==> src/hw/stps_defines.vh <==
// Constants for the status output pin select block: select codes,
// reset values and the clock divider count.
// Assumes the includer uses the macros as sized literals.
`ifndef STPS_DEFINES_VH
`define STPS_DEFINES_VH
`define STPS_SEL_W 6
`define STPS_SEL_RX_THR 6'h00
`define STPS_SEL_RX_THR_EOP 6'h01
`define STPS_SEL_TX_THR 6'h02
`define STPS_SEL_TX_FULL 6'h03
`define STPS_SEL_RX_OVF 6'h04
`define STPS_SEL_TX_UNF 6'h05
`define STPS_SEL_SYNC 6'h06
`define STPS_SEL_CRC_OK 6'h07
`define STPS_SEL_PQT 6'h08
`define STPS_SEL_CCA 6'h09
`define STPS_SEL_LOCK 6'h0A
`define STPS_SEL_CARRIER 6'h0E
`define STPS_SEL_HIZ 6'h2E
`define STPS_SEL_CLK_DIV 6'h3F
`define STPS_CFG_TEMP 8'h80
`define STPS_RST_CFG0 8'h3F
`define STPS_RST_CFG1 8'h2E
`define STPS_RST_CFG2 8'h29
`define STPS_CLK_DIV 8'hC0
`define STPS_CLK_HALF 8'h60
`endif

==> src/hw/stps_clk_div.v <==
// Divides the oscillator clock by 192 into a square wave.
// Assumes a single clock domain and synchronous active-high reset.
`include "stps_defines.vh"
`default_nettype none
module stps_clk_div (
  // Clock and reset.
  input wire clk_i,
  input wire sys_rst_i,
  // Divided clock level.
  output wire div_clk_o
);
  reg [7:0] cnt_q;
  reg lvl_q;
  ////////////////////////////////////////////////////////////////////////
  // The level toggles every half period, giving exactly 1/192 of clk.
  always @(posedge clk_i)
  begin
    if (sys_rst_i)
    begin
      cnt_q <= 8'h00;
      lvl_q <= 1'b0;
    end
    else if (cnt_q == `STPS_CLK_HALF - 8'h01)
    begin
      cnt_q <= 8'h00;
      lvl_q <= ~lvl_q;
    end
    else
    begin
      cnt_q <= cnt_q + 8'h01;
    end
  end
  assign div_clk_o = lvl_q;
endmodule // stps_clk_div
`default_nettype wire

==> src/hw/stps_sync2.v <==
// Two flip-flop synchroniser for a vector of asynchronous levels.
// Assumes the inputs are slow, independent status levels.
`default_nettype none
module stps_sync2 #(
  parameter W = 18
) (
  // Clock and reset.
  input wire clk_i,
  input wire sys_rst_i,
  // Raw and synchronised levels.
  input wire [W-1:0] async_i,
  output wire [W-1:0] sync_o
);
  reg [W-1:0] meta_q;
  reg [W-1:0] sync_q;
  ////////////////////////////////////////////////////////////////////////
  // The first stage feeds only the second, to contain metastability.
  always @(posedge clk_i)
  begin
    if (sys_rst_i)
    begin
      meta_q <= {W{1'b0}};
      sync_q <= {W{1'b0}};
    end
    else
    begin
      meta_q <= async_i;
      sync_q <= meta_q;
    end
  end
  assign sync_o = sync_q;
endmodule // stps_sync2
`default_nettype wire

==> src/hw/stps_top.v <==
// Status output pin select: routes internal radio status onto three pins.
// Assumes status inputs come from the radio core and may be asynchronous;
// chip select arrives from the pin and is synchronised here.
//
// Functional notes
// [RULE1] Three pins, each with 6-bit source select.
// [RULE2] Pin one valid only while chip select high.
// [RULE3] Pin one high-impedance after reset.
// [RULE4] Pin zero outputs oscillator/192 after reset.
// [RULE5] Host may rewrite pin zero select.
// [RULE6] Code 128 on pin zero: temperature sensor.
// [RULE7] 0x00: receive fill at or above threshold.
// [RULE8] 0x01: rx threshold or packet end, until empty.
// [RULE9] 0x02: transmit fill at or above threshold.
// [RULE10] 0x03: tx full, until below threshold.
// [RULE11] 0x04: rx overflow until flushed.
// [RULE12] 0x05: tx underflow until flushed.
// [RULE13] 0x06: sync seen until packet end.
// [RULE14] 0x06 rx: early drop on address/overflow.
// [RULE15] 0x07: crc ok until first read; code shows it only with legacy_compat_enable_i high, else drives low.
// [RULE16] 0x08: preamble quality above threshold.
// [RULE17] 0x09: clear channel per mode.
// [RULE18] 0x0A: synthesizer lock detector.
// [RULE19] 0x0E: carrier sense above threshold.
// [RULE20] Registered outputs; unassigned codes drive low.
`include "stps_defines.vh"
`default_nettype none
module stps_top (
  // Clock and reset.
  input wire clk_i,
  input wire sys_rst_i,
  // Configuration registers, written by the host side.
  input wire [7:0] pin_zero_config_reg_i,
  input wire [7:0] pin_one_config_reg_i,
  input wire [7:0] pin_two_config_reg_i,
  input wire cfg_wr_i,
  input wire legacy_compat_enable_i,
  // Chip select pin, active low.
  input wire chip_select_low_n_i,
  // Buffer status levels from the radio core.
  input wire rx_at_thr_i,
  input wire rx_empty_i,
  input wire rx_overflow_i,
  input wire rx_flush_i,
  input wire rx_first_read_i,
  input wire tx_at_thr_i,
  input wire tx_full_i,
  input wire tx_underflow_i,
  input wire tx_flush_i,
  // Packet and radio status levels.
  input wire tx_mode_i,
  input wire sync_seen_i,
  input wire packet_end_i,
  input wire addr_fail_i,
  input wire crc_ok_i,
  input wire pqi_above_i,
  input wire clear_channel_i,
  input wire pll_lock_i,
  input wire carrier_sense_i,
  // Pin drives.
  output reg status_pin_zero_o,
  output reg status_pin_zero_oe_o,
  output reg temp_sensor_en_o,
  output reg status_pin_one_o,
  output reg status_pin_one_oe_o,
  output reg status_pin_two_o,
  output reg status_pin_two_oe_o,
  // Current select fields, shown back for status.
  output reg [7:0] pin_zero_source_select_o,
  output reg [7:0] pin_one_source_select_o,
  output reg [7:0] pin_two_source_select_o
);
  ////////////////////////////////////////////////////////////////////////
  // Synchronisers on all signals from outside the clock domain.
  wire [17:0] raw_w;
  wire [17:0] syn_w;
  wire div_clk_w;
  wire cs_n_w;
  wire rx_thr_w;
  wire rx_empty_w;
  wire rx_ovf_w;
  wire rx_flush_w;
  wire rx_read_w;
  wire tx_thr_w;
  wire tx_full_w;
  wire tx_unf_w;
  wire tx_flush_w;
  wire tx_mode_w;
  wire sync_w;
  wire pkt_end_w;
  wire addr_fail_w;
  wire crc_w;
  wire pqi_w;
  wire cca_w;
  wire lock_w;
  wire cs_w;

  assign raw_w = {chip_select_low_n_i, rx_at_thr_i, rx_empty_i, rx_overflow_i, rx_flush_i,
                  rx_first_read_i, tx_at_thr_i, tx_full_i, tx_underflow_i, tx_flush_i,
                  tx_mode_i, sync_seen_i, packet_end_i, addr_fail_i, crc_ok_i,
                  pqi_above_i, clear_channel_i, pll_lock_i};
  assign {cs_n_w, rx_thr_w, rx_empty_w, rx_ovf_w, rx_flush_w, rx_read_w, tx_thr_w,
          tx_full_w, tx_unf_w, tx_flush_w, tx_mode_w, sync_w, pkt_end_w, addr_fail_w,
          crc_w, pqi_w, cca_w, lock_w} = syn_w;

  stps_sync2 #(
    .W(18)
  ) u_sync (
    .clk_i(clk_i),
    .sys_rst_i(sys_rst_i),
    .async_i(raw_w),
    .sync_o(syn_w)
  );

  // Carrier sense passes its own synchroniser to keep the vector tidy.
  reg cs_meta_q;
  reg cs_sync_q;
  always @(posedge clk_i)
  begin
    if (sys_rst_i)
    begin
      cs_meta_q <= 1'b0;
      cs_sync_q <= 1'b0;
    end
    else
    begin
      cs_meta_q <= carrier_sense_i;
      cs_sync_q <= cs_meta_q;
    end
  end
  assign cs_w = cs_sync_q;

  // Oscillator divided by 192 for the default pin zero clock.
  stps_clk_div u_div (
    .clk_i(clk_i),
    .sys_rst_i(sys_rst_i),
    .div_clk_o(div_clk_w)
  );

  ////////////////////////////////////////////////////////////////////////
  // Select field registers; the host may change them at any time.
  always @(posedge clk_i)
  begin
    if (sys_rst_i)
    begin
      pin_zero_source_select_o <= `STPS_RST_CFG0; // [RULE4]
      pin_one_source_select_o <= `STPS_RST_CFG1; // [RULE3]
      pin_two_source_select_o <= `STPS_RST_CFG2;
    end
    else if (cfg_wr_i)
    begin
      pin_zero_source_select_o <= pin_zero_config_reg_i; // [RULE5]
      pin_one_source_select_o <= pin_one_config_reg_i;
      pin_two_source_select_o <= pin_two_config_reg_i;
    end
  end

  ////////////////////////////////////////////////////////////////////////
  // Sticky status flags. A set arriving with its clear wins the cycle,
  // so no event is lost when both coincide.
  reg rx_eop_q;
  reg tx_full_q;
  reg rx_ovf_q;
  reg tx_unf_q;
  reg sync_q;
  reg crc_q;
  reg sync_prev_q;
  reg ovf_prev_q;
  reg unf_prev_q;
  wire sync_rise_w;
  wire sync_kill_w;

  assign sync_rise_w = sync_w & ~sync_prev_q;
  // Early end: underflow in transmit, address or overflow in receive.
  assign sync_kill_w = pkt_end_w | (tx_mode_w & tx_unf_w) |
                       (~tx_mode_w & (addr_fail_w | rx_ovf_w)); // [RULE13] [RULE14]

  // Previous levels for the edge detectors. They reset to the idle level
  // of their sources, so no false edge follows reset.
  always @(posedge clk_i)
  begin
    if (sys_rst_i)
    begin
      sync_prev_q <= 1'b0;
      ovf_prev_q <= 1'b0;
      unf_prev_q <= 1'b0;
    end
    else
    begin
      sync_prev_q <= sync_w;
      ovf_prev_q <= rx_ovf_w;
      unf_prev_q <= tx_unf_w;
    end
  end

  // Code 0x01: threshold or packet end sets, an empty buffer clears.
  always @(posedge clk_i)
  begin
    if (sys_rst_i)
      rx_eop_q <= 1'b0;
    else if (rx_thr_w | pkt_end_w)
      rx_eop_q <= 1'b1; // [RULE8]
    else if (rx_empty_w)
      rx_eop_q <= 1'b0; // [RULE8]
  end

  // Code 0x03: a full buffer sets, dropping below threshold clears.
  always @(posedge clk_i)
  begin
    if (sys_rst_i)
      tx_full_q <= 1'b0;
    else if (tx_full_w)
      tx_full_q <= 1'b1; // [RULE10]
    else if (~tx_thr_w)
      tx_full_q <= 1'b0; // [RULE10]
  end

  // Code 0x04: the rising overflow sets, a flush clears.
  always @(posedge clk_i)
  begin
    if (sys_rst_i)
      rx_ovf_q <= 1'b0;
    else if (rx_ovf_w & ~ovf_prev_q)
      rx_ovf_q <= 1'b1; // [RULE11]
    else if (rx_flush_w)
      rx_ovf_q <= 1'b0; // [RULE11]
  end

  // Code 0x05: the rising underflow sets, a flush clears.
  always @(posedge clk_i)
  begin
    if (sys_rst_i)
      tx_unf_q <= 1'b0;
    else if (tx_unf_w & ~unf_prev_q)
      tx_unf_q <= 1'b1; // [RULE12]
    else if (tx_flush_w)
      tx_unf_q <= 1'b0; // [RULE12]
  end

  // Code 0x06: a sync rise sets; packet end or an early abort clears.
  // The set wins a tie so a new packet is never hidden by the last one.
  always @(posedge clk_i)
  begin
    if (sys_rst_i)
      sync_q <= 1'b0;
    else if (sync_rise_w)
      sync_q <= 1'b1; // [RULE13]
    else if (sync_kill_w)
      sync_q <= 1'b0; // [RULE13] [RULE14]
  end

  // Code 0x07: a good packet end sets, the first buffer read clears.
  always @(posedge clk_i)
  begin
    if (sys_rst_i)
      crc_q <= 1'b0;
    else if (crc_w & pkt_end_w)
      crc_q <= 1'b1; // [RULE15]
    else if (rx_read_w)
      crc_q <= 1'b0; // [RULE15]
  end

  ////////////////////////////////////////////////////////////////////////
  // Per-pin source mux; one function shared by all three pins.
  function src_sel;
    input [5:0] sel;
    begin
      case (sel)
        `STPS_SEL_RX_THR: src_sel = rx_thr_w; // [RULE7]
        `STPS_SEL_RX_THR_EOP: src_sel = rx_eop_q; // [RULE8]
        `STPS_SEL_TX_THR: src_sel = tx_thr_w; // [RULE9]
        `STPS_SEL_TX_FULL: src_sel = tx_full_q; // [RULE10]
        `STPS_SEL_RX_OVF: src_sel = rx_ovf_q; // [RULE11]
        `STPS_SEL_TX_UNF: src_sel = tx_unf_q; // [RULE12]
        `STPS_SEL_SYNC: src_sel = sync_q; // [RULE13]
        `STPS_SEL_CRC_OK: src_sel = crc_q & legacy_compat_enable_i; // [RULE15]
        `STPS_SEL_PQT: src_sel = pqi_w; // [RULE16]
        `STPS_SEL_CCA: src_sel = cca_w; // [RULE17]
        `STPS_SEL_LOCK: src_sel = lock_w; // [RULE18]
        `STPS_SEL_CARRIER: src_sel = cs_w; // [RULE19]
        `STPS_SEL_CLK_DIV: src_sel = div_clk_w; // [RULE4]
        default: src_sel = 1'b0; // [RULE20]
      endcase
    end
  endfunction

  ////////////////////////////////////////////////////////////////////////
  // Registered pin drives. Pin one only drives while chip select is high,
  // because it doubles as the serial data-out line.
  // Pin zero stays driven through reset so a host clocked from it runs.
  // Temperature mode hands the pin to the analog sensor.
  always @(posedge clk_i)
  begin
    if (sys_rst_i)
    begin
      status_pin_zero_o <= 1'b0;
      status_pin_zero_oe_o <= 1'b1; // [RULE4]
      temp_sensor_en_o <= 1'b0;
    end
    else
    begin
      temp_sensor_en_o <= (pin_zero_source_select_o == `STPS_CFG_TEMP); // [RULE6]
      status_pin_zero_oe_o <= (pin_zero_source_select_o != `STPS_CFG_TEMP); // [RULE6]
      status_pin_zero_o <= src_sel(pin_zero_source_select_o[5:0]); // [RULE1] [RULE20]
    end
  end

  // Pin one is released after reset, while selected, or in the release
  // code, so a shared serial bus is never fought over.
  always @(posedge clk_i)
  begin
    if (sys_rst_i)
    begin
      status_pin_one_o <= 1'b0;
      status_pin_one_oe_o <= 1'b0; // [RULE3]
    end
    else
    begin
      status_pin_one_o <= src_sel(pin_one_source_select_o[5:0]); // [RULE1]
      status_pin_one_oe_o <= cs_n_w &
                             (pin_one_source_select_o[5:0] != `STPS_SEL_HIZ); // [RULE2] [RULE3]
    end
  end

  // Pin two is driven unless the release code is selected.
  always @(posedge clk_i)
  begin
    if (sys_rst_i)
    begin
      status_pin_two_o <= 1'b0;
      status_pin_two_oe_o <= 1'b1;
    end
    else
    begin
      status_pin_two_o <= src_sel(pin_two_source_select_o[5:0]); // [RULE1]
      status_pin_two_oe_o <= (pin_two_source_select_o[5:0] != `STPS_SEL_HIZ);
    end
  end
endmodule // stps_top
`default_nettype wire

==> config.mk <==
export PLATFORM = sky130hd
export DESIGN_NAME = stps_top
export DESIGN_NICKNAME = d
export VERILOG_FILES = /design/src/hw/stps_clk_div.v /design/src/hw/stps_sync2.v /design/src/hw/stps_top.v
export VERILOG_INCLUDE_DIRS = /design/src /design/src/hw
export SDC_FILE = /design/constraint.sdc
export NUM_CORES = 1
export LEC_CHECK = 0
export BUFFER_PORTS_ARGS = -buffer_cell sky130_fd_sc_hd__buf_2
export CORE_MARGIN = 2
export CORE_UTILIZATION = 48
export CTS_BUF_LIST = sky130_fd_sc_hd__clkbuf_16
export DETAILED_ROUTE_END_ITERATION = 12
export HOLD_SLACK_MARGIN = 0.02
export PLACE_DENSITY = 0.75
export SKIP_LAST_GASP = 1
export SYNTH_ARGS = -nofsm -noshare
export SYNTH_HDL_FRONTEND = slang
export SYNTH_SLANG_ARGS = --single-unit
==> constraint.sdc <==
create_clock -name clk_i -period 1.4 [get_ports clk_i]
set_input_delay 0.07 -clock clk_i [delete_from_list [all_inputs] [get_ports clk_i]]
set_output_delay 0.07 -clock clk_i [all_outputs]
set_load 0.02 [all_outputs]
==> results.md, run 1 <==
* Pwr per Cell Area at 1210 nW/um^2
* 1st-pass router iterations at 4
* Synthesized area at 3360 um^2
* Worst skew pair latency at 340 ps
* Clk buf depth at 2
* Minimum clock period at 1350 ps
* Post-layout util at 69.1%
* Crit path DAT at 1600 ps
* CTS buffer count at 9
* LEAKAGE at 2.01 nW
* Seq pwr share at 47.6%
* Slew headroom at 81.8%
* FMAX at 0.739 GHz
* Hold Fails Final Rpt at 0
* Port Buf Inserts at 77
* HPWL after detailed placement at 4.96 mm
* Synthesis-stage register bit count at 87
* Initial core utilization at 49.5%
* Slowest CP cell: dfxtp_4
* Final Cycle Share at 96.6%
* CP max stage delay at 390 ps
* H-tree level count at 3
* Fin area at 4690 um^2
* Yosys top cell area share at 51.8%
* Total power at 5.66 mW
* Per-cell routed wire length at 13.1 um
* Die width at 87.7 um
* GP Congestion at 0.893
* NetSw at 1.36 mW
* Sequential area share after synthesis at 51.8%
* VDD IR max at 724 uV
* Fin. max-slew vios at 0
* Cells after Synth at 346
* Fillers at 502
* Worst Clk Skew at 4.90 ps
* DIE AREA at 7690 um^2
* Row count at 30
* Critical Path, Cell by Cell: nor2_8 -> nand2_4 -> a2111oi_4 -> o21ai_1 -> a311oi_2
* Internal at 4.30 mW
* First-pass GRT wire length at 11.6 mm
* Busiest grt layer: met2
* Diodes inserted at 0
* # clock sinks at 87
* Most frequent cells in the layout: 77 x buf_2, 76 x dfxtp_1, 43 x dlygate4sd3_1
* ANT nets after route at 0
* Synth Area per Inst at 9.72 um^2
* Placed cells at 515
* Area growth, synth to finish at 39.5%
* I/O pin count at 78
* Count of different cell masters after synthesis at 45
* Via density at 4.95
* CP max FO at 7
* Placed Area at 3910 um^2
* Pin count of the biggest net entering global routing at 49
* Max Cap Viol at 0
* Post-synth top area cell: dfxtp_1
* Primary FF master, synth: dfxtp_1
* Ys Warns at 0
* Met3 usage at 4.62%
* Clock share of power at 42.0%
* Top area cells in the synthesized netlist: dfxtp_1 52%, nor2b_1 7.8%, mux2i_1 7.4%
* Min-delay worst type: input pin to register
* Critical Path Sink Type: register
* Setup WS pre-CTS at -38.4 ps
* Setup tns final at 0 ps
* Vias in the first global route at 2577
* Outcome: completed
* Post-Syn Nets at 394
* Die H at 87.7 um
* Drt drc at 0
* Vias at 2851
* Gr ovfl total at 0
* Setup CP Type: register to register
* Switching share of power at 24.0%
* RSZ-0062 raised after global routing: true
* Comb pwr share at 10.4%
* GRT Util Overall at 19.7%
* M2 GR Usage at 34.3%
* Post-Route WL at 7.52 mm
* Core box area at 6790 um^2
* Worst hold margin at 99.5 ps
* Hold path depth at 2
* Clock root buffer: clkbuf_16
* Initial antenna violation count at 0
* Asr flop ratio synth at 0%
* Grt met1 use at 23.0%
* CTS tree: yes
* Post-synth EDFFs at 0
* Crit path launch type: register
* Count of final setup violators at 0
* Commonest non-fill, non-tap cell in the layout: buf_2
* Worst-path clk slew at 60 ps
* Initial DRC Count at 149
* FF-to-FF path depth at 5
* Worst setup margin at 47.4 ps
* Worst slew pin tran at 265 ps
* Final Instance Count excl. Fillers at 576
* Nets at 523
* Share of cells above drive strength 1 at 27.9%
* CP Data Required Time at 1640 ps
==> path summary, 6_finish.rpt <==
kind,from,to,slack (ps)
worst min register to register,u_sync.meta_q[7],u_sync.sync_o[7],430
worst min-delay path,sys_rst_i,status_pin_two_oe_o,100
worst max-delay path,pin_zero_source_select_o[2],status_pin_zero_o,50
worst max register to register,pin_zero_source_select_o[2],status_pin_zero_o,50
==> registers in the layout, summed over array words and instances (netlist names), 8 cells and up <==
signal / cells
pin_one_source_select_o: 8
u_sync.sync_o: 18
pin_zero_source_select_o: 8
pin_two_source_select_o: 8
u_div.cnt_q: 8
u_sync.meta_q: 18
==> synth_stat cells, types with 3 or more instances <==
cell type and n:
mux2i_1 25, dfxtp_1 87, o21ai_0 12, nand2_1 23, a21oi_1 12, nor3_1 3
buf_2 7, nor2b_1 42, xnor2_1 4, o211ai_1 3, a311oi_1 3, nand4_1 12
buf_6 3, inv_1 9, nand3b_1 6, nor2_1 32, nand2b_1 12, xor2_1 3
clkbuf_1 8, nand3_1 10
==> cell families (layout without fill, tap and decap cells) <==
group | count (synthesis) | count (layout) | share of synthesized area [%]
buf+inv | 30 | 164 | 4.50
xor+xnor | 7 | 7 | 1.82
fa+ha+maj | 1 | 1 | 0.372
mux | 26 | 26 | 8.11
flops | 87 | 87 | 51.8
simple gates | 150 | 150 | 24.4
compound gates | 45 | 45 | 9.04
==> power groups by stage <==
stage,registers (mW),clock network (mW),logic [mW]
detailed placement,2.75,0,0.485
global route,2.71,2.54,0.643
global placement,2.74,0,0.475
floorplan,2.75,0,0.285
CTS,2.69,2.43,0.581
finish,2.70,2.37,0.588
==> critical path: cells and delay by family, from the launching register on <==
family | cells | cell delay, ps
compound gates | 3 | 710
simple gates | 2 | 170
flops | 1 | 390
==> repair_timing <==
| item | in CTS | in global routing |
|---|---|---|
| resized for setup | 2 | 15 |
| hold endpoints to repair | 43 | 0 |
| hold buffers | 43 | 0 |
| pin swaps | 0 | 3 |
| endpoints found under the setup margin | 6 | 8 |
| setup buffers | 0 | 2 |
==> layer usage <==
layer | vias to the layer above | routed length [um]
met4 | 0 | 193
li1 | 1437 | -
met2 | 95 | 3690
met3 | 17 | 348
met5 | - | 0
met1 | 1302 | 3290
==> cell type report <==
cell class / instances / area (um^2) / share of cell area [%]
inverter: 9 / 33.8 / 0.720
clock buffer: 9 / 225 / 4.80
tap: 96 / 120 / 2.56
multi-input combinational: 229 / 1490 / 31.7
clock inverter: 7 / 75.1 / 1.60
timing repair buffer: 139 / 983 / 21.0
sequential: 87 / 1770 / 37.7
Note: power is estimated with default switching activity, not from simulation.
==> inputs of run 2 (changes only) <==
--- a/config.mk
+++ b/config.mk
@@ -6,13 +6,13 @@
 export SDC_FILE = /design/constraint.sdc
 export NUM_CORES = 1
 export LEC_CHECK = 0
-export BUFFER_PORTS_ARGS = -buffer_cell sky130_fd_sc_hd__buf_2
 export CORE_MARGIN = 2
-export CORE_UTILIZATION = 48
+export CORE_UTILIZATION = 52
 export CTS_BUF_LIST = sky130_fd_sc_hd__clkbuf_16
 export DETAILED_ROUTE_END_ITERATION = 12
+export DONT_BUFFER_PORTS = 1
 export HOLD_SLACK_MARGIN = 0.02
-export PLACE_DENSITY = 0.75
+export PLACE_DENSITY = 0.7
 export SKIP_LAST_GASP = 1
 export SYNTH_ARGS = -nofsm -noshare
 export SYNTH_HDL_FRONTEND = slang
==> run 2 against run 1 <==
  * Clock skew is essentially flat
  * Global-route usage grew 3.6 points
  * Non-clock buffer count shrank 49
  * Cell count shrank 12%
  * Total power grew 0.21%
  * Routed wire length grew 7.2%
  * Setup slack lost 20 ps
  * Count of clock-buffer cells in the layout is the same
  * Sequential cell count is the same
  * Sequential power is essentially flat
  * Critical path type unchanged
  * Largest cell class unchanged
  * Highest routed layer unchanged
==> results.md, run 2 (synthesized netlist as in run 1, its figures left out) <==
* Placed Area at 3580 um^2 (-8.4%)
* Vias at 2756 (-3.3%)
* Via density at 5.43 (+9.6%)
* Post-Route WL at 8.06 mm (+7.2%)
* FMAX at 0.729 GHz (-1.4%)
* Critical path buffer and inverter count at 0 (unchanged)
* Internal at 4.30 mW (about the same)
* Worst skew pair latency at 330 ps (about the same)
* HPWL after detailed placement at 4.69 mm (-5.4%)
* Worst-path clk slew at 60 ps (about the same)
* Pwr per Cell Area at 1250 nW/um^2 (+3.6%)
* Hold Fails Final Rpt at 0 (unchanged)
* 1st-pass router iterations at 4 (unchanged)
* GRT Util Overall at 23.3% (+3.6 points)
* Initial core utilization at 53.3% (+3.8 points)
* Crit path launch type: register
* Post-layout util at 71.9% (+2.8 points)
* Minimum clock period at 1370 ps (+19.9 ps)
* Worst slew pin tran at 962 ps (+697 ps)
* Final Cycle Share at 98.0% (+1.4 points)
* Die width at 84.4 um (-3.7%)
* DIE AREA at 7130 um^2 (-7.4%)
* H-tree level count at 3 (unchanged)
* Setup CP Type: register to register
* Slew headroom at 35.8% (-46 points)
* Critical Path, Cell by Cell: nor3_1 -> o21bai_1 -> a22oi_1 -> a311oi_2
* Diodes inserted at 0 (unchanged)
* Crit path DAT at 1620 ps (+20 ps)
* I/O pin count at 78 (unchanged)
* Post-CTS setup buffers at 0 (unchanged)
* Fin area at 4540 um^2 (-3.3%)
* NetSw at 1.37 mW (+0.82%)
* Row count at 29 (-3.3%)
* Nets at 474 (-9.4%)
* CTS tree: yes
* CTS buffer count at 9 (unchanged)
* Most frequent cells in the layout: 77 x dfxtp_1, 57 x dlygate4sd3_1, 42 x nor2b_1
* Clock root buffer: clkbuf_16
* Outcome: completed
* CP Data Required Time at 1650 ps (about the same)
* Initial DRC Count at 207 (+39%)
* Switching share of power at 24.1% (+0.14 points)
* Max Cap Viol at 0 (unchanged)
* GP Congestion at 0.964 (+7.9%)
* Setup tns final at 0 ps (unchanged)
* Clock share of power at 42.3% (+0.3 points)
* Vias in the first global route at 2758 (+7.0%)
* Comb pwr share at 9.9% (-0.5 points)
* First-pass GRT wire length at 13.1 mm (+13%)
* CP max stage delay at 370 ps (-20 ps)
* Critical Path Sink Type: register
* Placed cells at 433 (-16%)
* Seq pwr share at 47.8% (+0.2 points)
* CP max FO at 5 (-2)
* Count of final setup violators at 0 (unchanged)
* Fillers at 451 (-10%)
* ANT nets after route at 0 (unchanged)
* Area growth, synth to finish at 34.9%
* Final Instance Count excl. Fillers at 508 (-12%)
* Clk buf depth at 2 (unchanged)
* # clock sinks at 87 (unchanged)
* Worst hold margin at 77.8 ps (-21.7 ps)
* Commonest non-fill, non-tap cell in the layout: dfxtp_1
* Gr ovfl total at 0 (unchanged)
* Fin. max-slew vios at 0 (unchanged)
* RSZ-0062 raised after global routing: true
* Per-cell routed wire length at 15.9 um (+22%)
* Pin count of the biggest net entering global routing at 61 (+24%)
* Port Buf Inserts at 0 (-100%)
* Min-delay worst type: input pin to register
* LEAKAGE at 1.85 nW (-8.0%)
* Slowest CP cell: dfxtp_1
* Worst Clk Skew at 4.94 ps (+0.0382 ps)
* Delay-heaviest family, CP: compound AO/OA/AOI/OAI gates
* Share of cells above drive strength 1 at 16.0% (-12 points)
* Initial antenna violation count at 0 (unchanged)
* Drt drc at 0 (unchanged)
* VDD IR max at 907 uV (+25%)
* Die H at 84.4 um (-3.7%)
* Core box area at 6310 um^2 (-7.1%)
-- run 2: cell types whose count changed in the layout (fill, tap and decap cells not counted), sizes merged --
cell | before | now
dlygate4sd3 | 43 | 57
dlymetal6s4s | 0 | 1
buf | 96 | 32
-- run 2: cell type report --
type,count,area [um^2],area share (%)
clock buffer,9,225,4.96
multi-input combinational,229,1490,32.9
sequential,87,1760,38.9
timing repair buffer,90,847,18.7
inverter,9,33.8,0.744
tap,77,96.3,2.12
clock inverter,7,78.8,1.74
-- run 2: path summary, 6_finish.rpt --
check	startpoint	to	slack, ps	cells after the start
hold reg to reg	u_sync.meta_q[3]	u_sync.sync_o[3]	440	1
setup reg to reg	pin_zero_source_select_o[4]	status_pin_zero_o	30	4
hold / removal	sys_rst_i	u_sync.meta_q[3]	80	2
setup / recovery	pin_zero_source_select_o[4]	status_pin_zero_o	30	4
-- run 2: stage by stage --
step / worst slack [ps] / power (mW)
floorplan: -4.12 / 3.04
global placement: 59.5 / 3.10
detailed placement: -51.0 / 3.12
CTS: 13.4 / 5.68
global route: -46.6 / 5.89
finish: 27.5 / 5.67
-- run 2: power groups by stage --
stage               Clock (mW)  Sequential, mW  Combinational [mW]
finish                    2.40            2.71               0.562
global route              2.56            2.72               0.612
CTS                       2.43            2.71               0.543
detailed placement           0            2.76               0.360
global placement             0            2.75               0.350
floorplan                    0            2.75               0.285
-- run 2: worst register-to-register path: stages (launching register included) --
cell and delay [ps]:
dfxtp_1 370, nor3_1 360, o21bai_1 180, a22oi_1 140, a311oi_2 250
-- run 2: repair_timing --
action / 4_1_cts / 5_1_grt
setup endpoints to repair: 1 / 20
gates resized for setup: 1 / 16
cloned: 0 / 0
hold buffers: 59 / 1
hold endpoints to repair: 84 / 1
-- run 2: per-layer routing --
metal | routed length [um] | share of wire (%) | global-route usage [%]
met5 | 0 | 0 | 0
met4 | 163 | 2.0 | 11.1
met3 | 555 | 6.9 | 5.21
met2 | 4070 | 50 | 40.1
met1 | 3270 | 41 | 27.7
==> inputs of run 3 (changes only) <==
--- a/config.mk
+++ b/config.mk
@@ -6,6 +6,7 @@
 export SDC_FILE = /design/constraint.sdc
 export NUM_CORES = 1
 export LEC_CHECK = 0
+export ABC_AREA = 1
 export CORE_MARGIN = 2
 export CORE_UTILIZATION = 52
 export CTS_BUF_LIST = sky130_fd_sc_hd__clkbuf_16
==> constraint.sdc (replaced) <==
create_clock -name clk_i -period 1.4 [get_ports clk_i]
set_input_delay 0.21 -clock clk_i [delete_from_list [all_inputs] [get_ports clk_i]]
set_output_delay 0.21 -clock clk_i [all_outputs]
set_load 0.02 [all_outputs]
==> run 3 against run 2 <==
  * Setup slack improved by 60 ps
  * Area after synthesis down 1.0%
  * Via count up 7.3%
  * Synthesized cell count increased by 31%
  * First-iteration DRC count fell by 25%
  * Critical path depth up 4
  * Largest cell class unchanged
  * Sequential cell count did not move
  * Highest routed layer unchanged
  * Register-to-register slack gained 60 ps
  * Utilization decreased by 3.9 points
  * Total power down 0.94%
  * Combinational power decreased by 15%
==> results.md, run 3 <==
* Outcome: completed
* Vias at 2956 (+7.3%)
* Worst-path clk slew at 60 ps (about the same)
* Commonest non-fill, non-tap cell in the layout: nor2_1
* Max Cap Viol at 0 (unchanged)
* Top-count cell post-synth: nor2_1
* CTS buffer count at 9 (unchanged)
* Post-Route WL at 7.51 mm (-6.8%)
* Core box area at 6280 um^2 (-0.57%)
* Drt drc at 0 (unchanged)
* Worst skew pair latency at 340 ps (about the same)
* VDD IR max at 1080 uV (+19%)
* Worst R2R Start: u_div.cnt_q[0]
* Sequential area share after synthesis at 52.3% (+0.55 points)
* Most frequent cells in the layout: 103 x nor2_1, 87 x dfxtp_1, 76 x inv_1
* Asr flop ratio synth at 0% (unchanged)
* Count of final setup violators at 0 (unchanged)
* Initial antenna violation count at 0 (unchanged)
* GP Congestion at 0.977 (+1.3%)
* Register area at 1740 um^2 (-1.3%)
* Initial core utilization at 53.0% (-0.25 points)
* Top area cells in the synthesized netlist: dfxtp_1 52%, nor2_1 12%, inv_1 8.6%
* Die width at 84 um (-0.50%)
* Setup WS pre-CTS at 90.4 ps (+141 ps)
* First-pass GRT wire length at 12.6 mm (-4.5%)
* Setup CP Type: register to register
* Crit path depth at 8 (+4)
* Ys Warns at 0 (unchanged)
* Critical path buffer and inverter count at 1 (+1)
* Critical Path Sink Type: register
* Clk buf depth at 2 (unchanged)
* RSZ-0062 raised after global routing: true
* Die H at 84 um (-0.50%)
* Hold Fails Final Rpt at 0 (unchanged)
* Worst setup margin at 87.8 ps (+60.3 ps)
* Worst R2R Setup Slack at 90 ps (+60 ps)
* Setup tns final at 0 ps (unchanged)
* Share of cells above drive strength 1 at 9.28% (-6.7 points)
* FF-to-FF path depth at 8 (+4)
* HPWL after detailed placement at 4.74 mm (+1.1%)
* Area of the multi-input gates at 1260 um^2 (-16%)
* Post-synth EDFFs at 0 (unchanged)
* Minimum clock period at 1310 ps (-60.3 ps)
* Area growth, synth to finish at 28.2%
* Clock root buffer: clkbuf_16
* GRT Util Overall at 21.8% (-1.5 points)
* LEAKAGE at 2.06 nW (+11%)
* Nets at 560 (+18%)
* Top cells by count, synth: 103 x nor2_1, 87 x dfxtp_1, 76 x inv_1
* Pwr per Cell Area at 1320 nW/um^2 (+5.4%)
* Placed Area at 3520 um^2 (-1.9%)
* CP dominant cell by count: nand2_2
* ANT nets after route at 0 (unchanged)
* Critical Path, Cell by Cell: ha_1 -> nand2_2 -> inv_2 -> nand2_2 -> nor2_2 -> nand2_1 -> or2_0 -> a21oi_2
* CP max stage delay at 350 ps (-20 ps)
* Gr ovfl total at 0 (unchanged)
* Final Instance Count excl. Fillers at 594 (+17%)
* Post-Syn Nets at 501 (+27%)
* DIE AREA at 7060 um^2 (-0.99%)
* Placed cells at 537 (+24%)
* Fin area at 4270 um^2 (-6.0%)
* Count of different cell masters after synthesis at 26 (-42%)
* Hold path depth at 2 (unchanged)
* Row count at 29 (unchanged)
* Synth Area per Inst at 7.35 um^2 (-24%)
* Synthesis-stage register bit count at 87 (unchanged)
* Via density at 4.98 (-8.3%)
* Worst Hold End: pin_two_source_select_o[3]
* CTS tree: yes
* Cells after Synth at 453 (+31%)
* CP Data Required Time at 1670 ps (+20 ps)
* Diodes inserted at 0 (unchanged)
* Post-synth top area cell: dfxtp_1
* Port Buf Inserts at 0 (unchanged)
* Per-cell routed wire length at 12.6 um (-20%)
* Final Cycle Share at 93.7% (-4.3 points)
* Pin count of the biggest net entering global routing at 51 (-16%)
* Crit path DAT at 1580 ps (-40 ps)
* CP max FO at 3 (-2)
* Worst Clk Skew at 6.60 ps (+1.65 ps)
* Primary FF master, synth: dfxtp_1
* H-tree level count at 3 (unchanged)
* Min-delay worst type: input pin to register
* Delay-heaviest family, CP: simple AND/OR/NAND/NOR gates
* Worst hold margin at 23.4 ps (-54.4 ps)
* Slowest CP cell: dfxtp_1
* Worst slew pin tran at 854 ps (-109 ps)
* Slew headroom at 43.1% (+7.2 points)
* Vias in the first global route at 2883 (+4.5%)
* Fillers at 526 (+17%)
* I/O pin count at 78 (unchanged)
* # clock sinks at 87 (unchanged)
* FMAX at 0.762 GHz (+4.6%)
* Crit path launch type: register
* Initial DRC Count at 155 (-25%)
* Synthesized area at 3330 um^2 (-1.0%)
* 1st-pass router iterations at 4 (unchanged)
* Yosys top cell area share at 52.3% (+0.55 points)
* Worst Min Path Start: pin_two_config_reg_i[3]
* Fin. max-slew vios at 0 (unchanged)
* RR Endpoint: u_div.div_clk_o
run 3: report_power, final:
part / switching [mW] / internal (mW)
clock network: 1.03 / 1.42
registers: 0.101 / 2.59
logic: 0.267 / 0.208
run 3: stage by stage:
step | power, mW | utilization [%]
global route | 5.84 | 68.0
global placement | 3.08 | 56.0
detailed placement | 3.09 | 56.0
finish | 5.61 | 68.0
CTS | 5.65 | 67.7
floorplan | 3.00 | -
run 3: area by class of cell:
class,count,share of cell area (%)
inverters,78,6.86
clock inverters,7,2.08
repair buffers,60,13.3
flip-flops and latches,87,40.8
multi-input cells,276,29.4
well taps,77,2.26
clock buffers,9,5.28
run 3: logic make-up after synthesis:
family	count (synthesis)	synth area share, %
xor gates and xnor gates	3	0.790
and+or+nand+nor	220	27.9
adders and majority gates	1	0.376
buffers and inverters	90	10.3
AOI/OAI and AO/OA	52	8.31
DFF	87	52.3
run 3: per-layer routing:
metal | GRT usage [%] | vias to the layer above | part of all wire, %
met2 | 36.4 | 106 | 49
li1 | - | 1524 | -
met1 | 26.1 | 1313 | 43
met5 | 0 | - | 0
met3 | 5.64 | 13 | 6.7
met4 | 10.7 | 0 | 1.6
run 3: timing repair:
item                                    4_1_cts  5_1_grt
hold buffers                                 41        0
resized for setup                             0        4
endpoints found under the setup margin        0       20
hold endpoints to repair                     67        0
buffers inserted                              0        0
run 3: worst max-delay path by stage:
stage	startpoint	endpoint	slack, ps
floorplan	pin_one_source_select_o[3]	status_pin_one_o	210
global placement	u_div.cnt_q[0]	u_div.cnt_q[6]	180
detailed placement	u_div.cnt_q[0]	u_div.cnt_q[6]	90
CTS	u_div.cnt_q[0]	u_div.cnt_q[6]	60
global route	u_div.cnt_q[0]	u_div.div_clk_o	-30
finish	u_div.cnt_q[0]	u_div.div_clk_o	90
